`src/cfr_pkg.sv`:
```
// Package with types, encodings and constants for the fetch/read sequencer
// Overview of operation
// - Drive cycle-type status at cycle start
// - Select line marks memory or port
// - First status line marks read/write
// - Fetch encodes select 0, status 1,1
// - Present 16-bit address; fetch uses PC
// - High address byte stable through T4 start
// - Low address driven one clock in T1
// - After T1 float low lines on reads
// - Pulse address latch strobe in T1
// - Assert read strobe after address float
// - Capture opcode in T3, release strobe
// - First machine cycle goes T3 to T4
// - T4 decodes: T5/T6 or new T1
// - Fetch is four states, six for decrement
// - High address may change T4 to T6
// - Sample ready in T2; wait when low
// - Wait states hold T2 outputs unchanged
// - Memory read encodes 0,1,0; same timing
// - Other cycles go T3 to next T1
// - State changes on falling clock edge
package cfr_pkg;

  // ------------------------------------------------------------
  // Sequencer states
  // ------------------------------------------------------------
  typedef enum logic [2:0] {
    CFR_T1,
    CFR_T2,
    CFR_WAIT,
    CFR_T3,
    CFR_T4,
    CFR_T5,
    CFR_T6
  } cfr_state_t;

  // ------------------------------------------------------------
  // Widths and reset values
  // ------------------------------------------------------------
  localparam int CFR_AW = 16;
  localparam int CFR_DW = 8;
  localparam logic [15:0] CFR_PC_RST = 16'h0000;
  localparam logic [7:0] CFR_BYTE_RST = 8'h00;
  // Opcode byte that selects the six-state fetch (pair decrement)
  localparam logic [7:0] CFR_DEC_MASK = 8'hCF;
  localparam logic [7:0] CFR_DEC_CODE = 8'h0B;
  localparam logic [15:0] CFR_ONE = 16'h0001;

  // ------------------------------------------------------------
  // Status encodings {select, status_read_write, status_fetch_qual}
  // ------------------------------------------------------------
  localparam logic [2:0] CFR_ST_FETCH = 3'h3;
  localparam logic [2:0] CFR_ST_MREAD = 3'h2;
  localparam logic [2:0] CFR_ST_IDLE = 3'h2;

  // Status bundle driven on the pins
  typedef struct packed {
    logic io_select;
    logic status_read_write;
    logic status_fetch_qual;
  } cfr_status_t;

  // Bus pin bundle
  typedef struct packed {
    logic [7:0] addr_high_byte;
    logic [7:0] muxed_addr_data_low;
    logic low_oe_n;
    logic addr_latch_en;
    logic read_n;
  } cfr_bus_t;

endpackage

```
`src/cfr_opcode_decode.sv`:
```
// Opcode decoder choosing the four- or six-state fetch
`timescale 1ns/1ps
module cfr_opcode_decode (
  input wire logic [7:0] opcode,
  output logic pair_decrement_instr,
  output logic [1:0] pair_sel
);
  import cfr_pkg::*;

  // ------------------------------------------------------------
  // Decode
  // ------------------------------------------------------------
  // Register-pair decrement class: pair number sits in bits 5:4
  always_comb begin
    pair_decrement_instr = ((opcode & CFR_DEC_MASK) == CFR_DEC_CODE);
    pair_sel = opcode[5:4];
  end
endmodule

```
`src/cfr_fetch_read_seq.sv`:
```
// Fetch and memory-read bus cycle sequencer on a multiplexed bus
`timescale 1ns/1ps
module cfr_fetch_read_seq (
  input wire logic clock,
  input wire logic rst,
  input wire logic ready,
  input wire logic [7:0] muxed_data_in,
  input wire logic read_req,
  input wire logic [15:0] read_addr,
  output cfr_pkg::cfr_status_t status,
  output logic [7:0] addr_high_byte,
  output logic [7:0] muxed_addr_data_low,
  output logic low_oe_n,
  output logic addr_latch_en,
  output logic read_n,
  output logic [7:0] opcode_out,
  output logic opcode_valid,
  output logic [7:0] read_data,
  output logic read_data_valid,
  output logic first_machine_cycle,
  output logic [15:0] pair_value,
  output cfr_pkg::cfr_state_t state_out
);
  import cfr_pkg::*;

  // ------------------------------------------------------------
  // State and registers
  // ------------------------------------------------------------
  cfr_state_t state_reg, state_next;           // T-state
  logic fetch_reg, fetch_next;                 // Current cycle is a fetch
  logic [15:0] pc_reg, pc_next;                // Program counter
  logic [15:0] addr_reg, addr_next;            // Address of this cycle
  logic [7:0] ir_reg, ir_next;                 // Instruction register
  logic [7:0] rdat_reg, rdat_next;             // Memory read result
  logic opv_reg, opv_next;                     // Opcode capture pulse
  logic rdv_reg, rdv_next;                     // Read data pulse
  logic dec_reg, dec_next;                     // Six-state fetch chosen
  logic [1:0] psel_reg, psel_next;             // Pair being decremented
  logic [15:0] pair_reg [4];                   // Register pairs
  logic [15:0] pair_next [4];
  cfr_status_t st_reg, st_next;                // Status pins
  cfr_bus_t bus_reg, bus_next;                 // Bus pins
  logic pend_reg, pend_next;                   // A memory read is queued
  logic [15:0] paddr_reg, paddr_next;          // Queued read address
  logic dec_hit;                               // Decoder output
  logic [1:0] dec_pair;
  logic [15:0] pval_reg, pval_next;            // Pair shown on the pins

  // Captured byte feeds decode directly so T4 can branch on it
  cfr_opcode_decode i_cfr_opcode_decode (
    .opcode(ir_reg),
    .pair_decrement_instr(dec_hit),
    .pair_sel(dec_pair)
  );

  // ------------------------------------------------------------
  // Next-state logic
  // ------------------------------------------------------------
  // One process computes every next value from the current state
  always_comb begin
    state_next = state_reg;
    fetch_next = fetch_reg;
    pc_next = pc_reg;
    addr_next = addr_reg;
    ir_next = ir_reg;
    rdat_next = rdat_reg;
    opv_next = 1'b0;
    rdv_next = 1'b0;
    dec_next = dec_reg;
    psel_next = psel_reg;
    pair_next = pair_reg;
    st_next = st_reg;
    bus_next = bus_reg;
    pend_next = pend_reg;
    paddr_next = paddr_reg;
    // Requests are queued; one arriving while a read is already pending is dropped
    if (read_req && !pend_reg) begin
      pend_next = 1'b1;
      paddr_next = read_addr;
    end
    case (state_reg)
      CFR_T1: begin
        // Address low byte floats after its one clock
        bus_next.low_oe_n = 1'b1;
        bus_next.addr_latch_en = 1'b0;
        // Read strobe falls once the low drivers are off
        bus_next.read_n = 1'b0;
        state_next = CFR_T2;
      end
      CFR_T2, CFR_WAIT: begin
        // Ready is looked at in T2 and each wait state
        if (ready) begin
          state_next = CFR_T3;
        end else begin
          // Pins keep their T2 values while waiting
          state_next = CFR_WAIT;
        end
      end
      CFR_T3: begin
        // Strobe rises after the data byte is taken
        bus_next.read_n = 1'b1;
        if (fetch_reg) begin
          ir_next = muxed_data_in;
          opv_next = 1'b1;
          pc_next = pc_reg + CFR_ONE;
          // The first machine cycle always continues to T4
          state_next = CFR_T4;
          st_next = CFR_ST_IDLE;
        end else begin
          rdat_next = muxed_data_in;
          rdv_next = 1'b1;
          // Non-fetch cycles go straight to the next T1
          state_next = CFR_T1;
          fetch_next = 1'b1;
          addr_next = pc_reg;
          st_next = CFR_ST_FETCH;
          bus_next.addr_high_byte = pc_reg[15:8];
          bus_next.muxed_addr_data_low = pc_reg[7:0];
          bus_next.low_oe_n = 1'b0;
          bus_next.addr_latch_en = 1'b1;
        end
      end
      CFR_T4: begin
        // Decide between six-state and four-state fetch
        if (dec_hit) begin
          dec_next = 1'b1;
          psel_next = dec_pair;
          state_next = CFR_T5;
          // High byte follows the incrementer latch
          bus_next.addr_high_byte = pc_reg[15:8];
        end else begin
          dec_next = 1'b0;
          state_next = CFR_T1;
        end
      end
      CFR_T5: begin
        // Decrement spans T5 and T6; result written in T5
        pair_next[psel_reg] = pair_reg[psel_reg] - CFR_ONE;
        state_next = CFR_T6;
      end
      CFR_T6: begin
        state_next = CFR_T1;
      end
      default: begin
        state_next = CFR_T1;
      end
    endcase
    // Start of a new cycle from T4 or T6: status and address
    if ((state_reg == CFR_T6) ||
        (state_reg == CFR_T4 && !dec_hit)) begin
      if (pend_reg) begin
        // Memory read: same T1-T3 timing, qualifier low
        fetch_next = 1'b0;
        addr_next = paddr_reg;
        st_next = CFR_ST_MREAD;
        pend_next = 1'b0;
      end else begin
        fetch_next = 1'b1;
        addr_next = pc_reg;
        st_next = CFR_ST_FETCH;
      end
      // Full 16-bit address; high byte held through T4
      bus_next.addr_high_byte = pend_reg ? paddr_reg[15:8] : pc_reg[15:8];
      bus_next.muxed_addr_data_low =
        pend_reg ? paddr_reg[7:0] : pc_reg[7:0];
      bus_next.low_oe_n = 1'b0;
      bus_next.addr_latch_en = 1'b1;
    end
    // Pin copy of the chosen pair, so the output is a plain register
    pval_next = pair_next[psel_next];
  end

  // ------------------------------------------------------------
  // Registers
  // ------------------------------------------------------------
  // The pin clock is taken as the falling edge of the processor
  // clock: this block's clock input is that edge
  always_ff @(posedge clock) begin
    if (rst) begin
      // Fetch T1 at PC zero, read strobe idle, latch strobe high
      state_reg <= CFR_T1;
      fetch_reg <= 1'b1;
      pc_reg <= CFR_PC_RST;
      addr_reg <= CFR_PC_RST;
      ir_reg <= CFR_BYTE_RST;
      rdat_reg <= CFR_BYTE_RST;
      opv_reg <= 1'b0;
      rdv_reg <= 1'b0;
      dec_reg <= 1'b0;
      psel_reg <= 2'h0;
      for (int i = 0; i < 4; i++) begin
        pair_reg[i] <= CFR_PC_RST;
      end
      st_reg <= CFR_ST_FETCH;
      bus_reg <= '{addr_high_byte: CFR_BYTE_RST,
                   muxed_addr_data_low: CFR_BYTE_RST,
                   low_oe_n: 1'b0,
                   addr_latch_en: 1'b1,
                   read_n: 1'b1};
      pend_reg <= 1'b0;
      paddr_reg <= CFR_PC_RST;
      pval_reg <= CFR_PC_RST;
    end else begin
      state_reg <= state_next;
      fetch_reg <= fetch_next;
      pc_reg <= pc_next;
      addr_reg <= addr_next;
      ir_reg <= ir_next;
      rdat_reg <= rdat_next;
      opv_reg <= opv_next;
      rdv_reg <= rdv_next;
      dec_reg <= dec_next;
      psel_reg <= psel_next;
      pair_reg <= pair_next;
      st_reg <= st_next;
      bus_reg <= bus_next;
      pend_reg <= pend_next;
      paddr_reg <= paddr_next;
      pval_reg <= pval_next;
    end
  end

  // ------------------------------------------------------------
  // Outputs, all straight from flip-flops
  // ------------------------------------------------------------
  // Devices must gate selection with read_n latching of the
  // low byte by addr_latch_en is outside logic's job
  always_comb begin
    status = st_reg;
    addr_high_byte = bus_reg.addr_high_byte;
    muxed_addr_data_low = bus_reg.muxed_addr_data_low;
    low_oe_n = bus_reg.low_oe_n;
    addr_latch_en = bus_reg.addr_latch_en;
    read_n = bus_reg.read_n;
    opcode_out = ir_reg;
    opcode_valid = opv_reg;
    read_data = rdat_reg;
    read_data_valid = rdv_reg;
    first_machine_cycle = fetch_reg;
    pair_value = pval_reg;
    state_out = state_reg;
  end
endmodule

```
`config.mk`:
```
export PLATFORM = sky130hd
export DESIGN_NAME = cfr_fetch_read_seq
export DESIGN_NICKNAME = d
export VERILOG_FILES = /design/src/cfr_pkg.sv /design/src/cfr_opcode_decode.sv /design/src/cfr_fetch_read_seq.sv
export SDC_FILE = /design/constraint.sdc
export NUM_CORES = 1
export LEC_CHECK = 0
export BUFFER_PORTS_ARGS = -buffer_cell sky130_fd_sc_hd__buf_2
export CAP_MARGIN = 5
export CORE_ASPECT_RATIO = 1.5
export CORE_MARGIN = 3
export CORE_UTILIZATION = 50
export CTS_BUF_LIST = sky130_fd_sc_hd__clkbuf_8
export DETAILED_ROUTE_END_ITERATION = 6
export PLACE_DENSITY = 0.73
export SKIP_CTS_REPAIR_TIMING = 1
export SLEW_MARGIN = 20
export SYNTH_ARGS = -nofsm -noshare
export SYNTH_HDL_FRONTEND = slang
export SYNTH_SLANG_ARGS = --single-unit
export TNS_END_PERCENT = 100
```
`constraint.sdc`:
```
create_clock -name clock -period 2.3 [get_ports clock]
set_input_delay 0.575 -clock clock [delete_from_list [all_inputs] [get_ports clock]]
set_output_delay 0.575 -clock clock [all_outputs]
set_load 0.005 [all_outputs]
```
==> results.sh <==
export IMPL_outcome="finished, violations left"
export IMPL_violations="setup timing"
export IMPL_grt_pass1_wl_um=30900
export IMPL_period_share=1.07
export IMPL_die_w_um=103
export IMPL_crit_fanout=7
export IMPL_gp_congestion=0.904
export IMPL_worst_pin_slew_ns=1.05
export IMPL_worst_hold_path_type="in -> reg"
export IMPL_area_growth_pct=28.5
export IMPL_setup_tns_ns=-3.24
export IMPL_synthArstFlopShare=0
export IMPL_setup_slack_ns=-0.160
export IMPL_synth_edff_count=0
export IMPL_slowest_delay_ns=0.57
export IMPL_gr_total_overflow=0
export IMPL_drt_first_pass_iters=5
export IMPL_drc=0
export IMPL_final_common_cell="dfxtp_1"
export IMPL_fillers=1096
export IMPL_critical_path_class="reg -> reg"
export IMPL_port_buffers=85
export IMPL_netlist_area_um2=7050
export IMPL_die_y_um=151
export IMPL_wl_um=20200
export IMPL_vias=6802
export IMPL_grt_use_total=0.252
export IMPL_cp_cell_sequence="buf_8, mux4_2, nor4_4, nand4b_2, xnor2_2, buf_6, buf_6, nor2_4, nor3_2"
export IMPL_syn_inst=810
export IMPL_start_kind="register"
export IMPL_clockBufferDepth=2
export IMPL_largest_reg_flops=64
export IMPL_drv_slew=0
export IMPL_critPathCaptureType="register"
export IMPL_drtIter0Drc=473
export IMPL_layout_common_cells="dfxtp_1 (154), nor2_1 (120), nand2_1 (111)"
export IMPL_start_util=0.516
export IMPL_final_antenna_net_count=0
export IMPL_cts_sinks=157
export IMPL_cp_common_cell="buf_6"
export IMPL_fmax_mhz=406
export IMPL_wire_per_inst_um=17.7
export IMPL_cts_clk_slew_worst_paths_ns=0.11
export IMPL_maxCapViolations=0
export IMPL_insertion_delay_ns=0.48
export IMPL_rows=52
export IMPL_period_minus_slack_ns=2.46
export IMPL_cts_inserted_buffers=17
export IMPL_routed_via_density=5.98
export IMPL_slew_limit_headroom=0.299
export IMPL_p_per_area_nw_per_um2=606
export IMPL_h_tree_depth=4
export IMPL_diodes=0
export IMPL_ys_seq_area_frac=0.446
export IMPL_pin_count=88
export IMPL_post_synth_cell_area_avg_um2=8.70
export IMPL_clock_skew_ns=0.0203
export IMPL_critPathSlowestCell="mux4_2"
export IMPL_hold_ws_ns=0.318
export IMPL_ys_flop_type="dfxtp_1"
export IMPL_die_area_um2=15600
export IMPL_root_buffer="clkbuf_8"
export IMPL_synth_nets=840
export IMPL_drive_gt1_frac=0.316
export IMPL_cts_tree="yes"
export IMPL_num_nets_final=993
export IMPL_coreArea_um2=13700
export IMPL_power_leakage_nw=3.48
export IMPL_finalHoldViolations=0
export IMPL_worstPathRequired_ns=2.70
export IMPL_antenna_found_initial=0
export IMPL_rsz0062_at_grt="yes"
export IMPL_yosysUniqueCellTypes=62
export IMPL_synth_warnings=0
export IMPL_vdd_drop_max_mv=0.395
export IMPL_grt_pass1_vias=6253
export IMPL_grt_max_degree=100
export IMPL_ys_seq_elements=157
export IMPL_post_dp_hpwl_um=13500
export IMPL_critical_path_arrival_ns=2.86
export IMPL_setup_viol=36
-- stage by stage --
step                      utilization  cells  total power [mW]  area, um^2  setup WS (ns)
after floorplan                     -    810              3.20        7100        -0.0368
after global placement          0.599   1089              3.40        8180         -0.140
after detailed placement        0.599   1089              3.40        8180         -0.186
after CTS                       0.628   1121              5.42        8580         -0.222
after global routing            0.663   1138              5.68        9060         -0.275
final                           0.663   1138              5.49        9060         -0.160
-- cells in the mapped netlist, drive strengths merged (13+ instances only) --
library cell | count | area (um^2)
a211oi | 49 | 368
a21oi | 49 | 245
a311oi | 17 | 149
buf | 17 | 97.6
clkbuf | 42 | 158
dfxtp | 157 | 3140
mux2i | 13 | 130
mux4 | 16 | 360
nand2 | 116 | 435
nand3 | 29 | 145
nor2 | 128 | 480
nor3 | 30 | 160
xor2 | 15 | 139
-- final cells by class --
cell class	count	area, um^2	share of cell area
Multi-Input combinational cell	585	3950	0.436
Sequential cell	157	3150	0.348
Timing Repair Buffer	193	1320	0.146
Clock buffer	17	234	0.0258
Tap cell	162	203	0.0224
Clock inverter	15	166	0.0184
Inverter	9	36.3	0.00401
-- where the power goes --
| group | total, mW | switching, mW | leakage (nW) | internal, mW |
|---|---|---|---|---|
| sequential | 2.81 | 0.0390 | 1.27 | 2.78 |
| combinational | 0.623 | 0.351 | 2.00 | 0.272 |
| clock | 2.05 | 1.23 | 0.203 | 0.823 |
| total | 5.49 | 1.62 | 3.48 | 3.87 |
-- kinds of logic after synthesis --
| kind of cell | Yosys count | share of synthesized area |
|---|---|---|
| multiplexers | 31 | 0.0728 |
| buffers and inverters | 68 | 0.0410 |
| AO/OA/AOI/OAI | 170 | 0.168 |
| AND/OR/NAND/NOR | 352 | 0.228 |
| adder cells (fa/ha/maj) | 3 | 0.00497 |
| XOR/XNOR | 27 | 0.0389 |
| other | 2 | 0.00107 |
| flip-flops | 157 | 0.446 |
-- layer usage --
metal	GRT usage	part of all wire	vias up
met5	0	0	-
met4	0.0868	0.034	0
met3	0.0553	0.057	80
met2	0.447	0.52	278
met1	0.295	0.39	3238
li1	-	-	3206
-- final timing paths --
kind	from	to	slack, ns	depth (start not counted)
max	psel_reg[0]	pair_reg[60]	-0.16	9
min	read_addr[13]	paddr_reg[13]	0.32	3
max reg2reg	psel_reg[0]	pair_reg[60]	-0.16	9
min reg2reg	read_data[0]	read_data[0]	0.46	2
-- worst max-delay path: cells and delay by family (launching register included) --
family / cells / cell delay, ns
xor gates and xnor gates: 1 / 0.23
muxes: 1 / 0.57
DFF: 1 / 0.44
buffers and inverters: 3 / 0.44
and+or+nand+nor: 4 / 0.72
(Power assumes the default switching activity.)
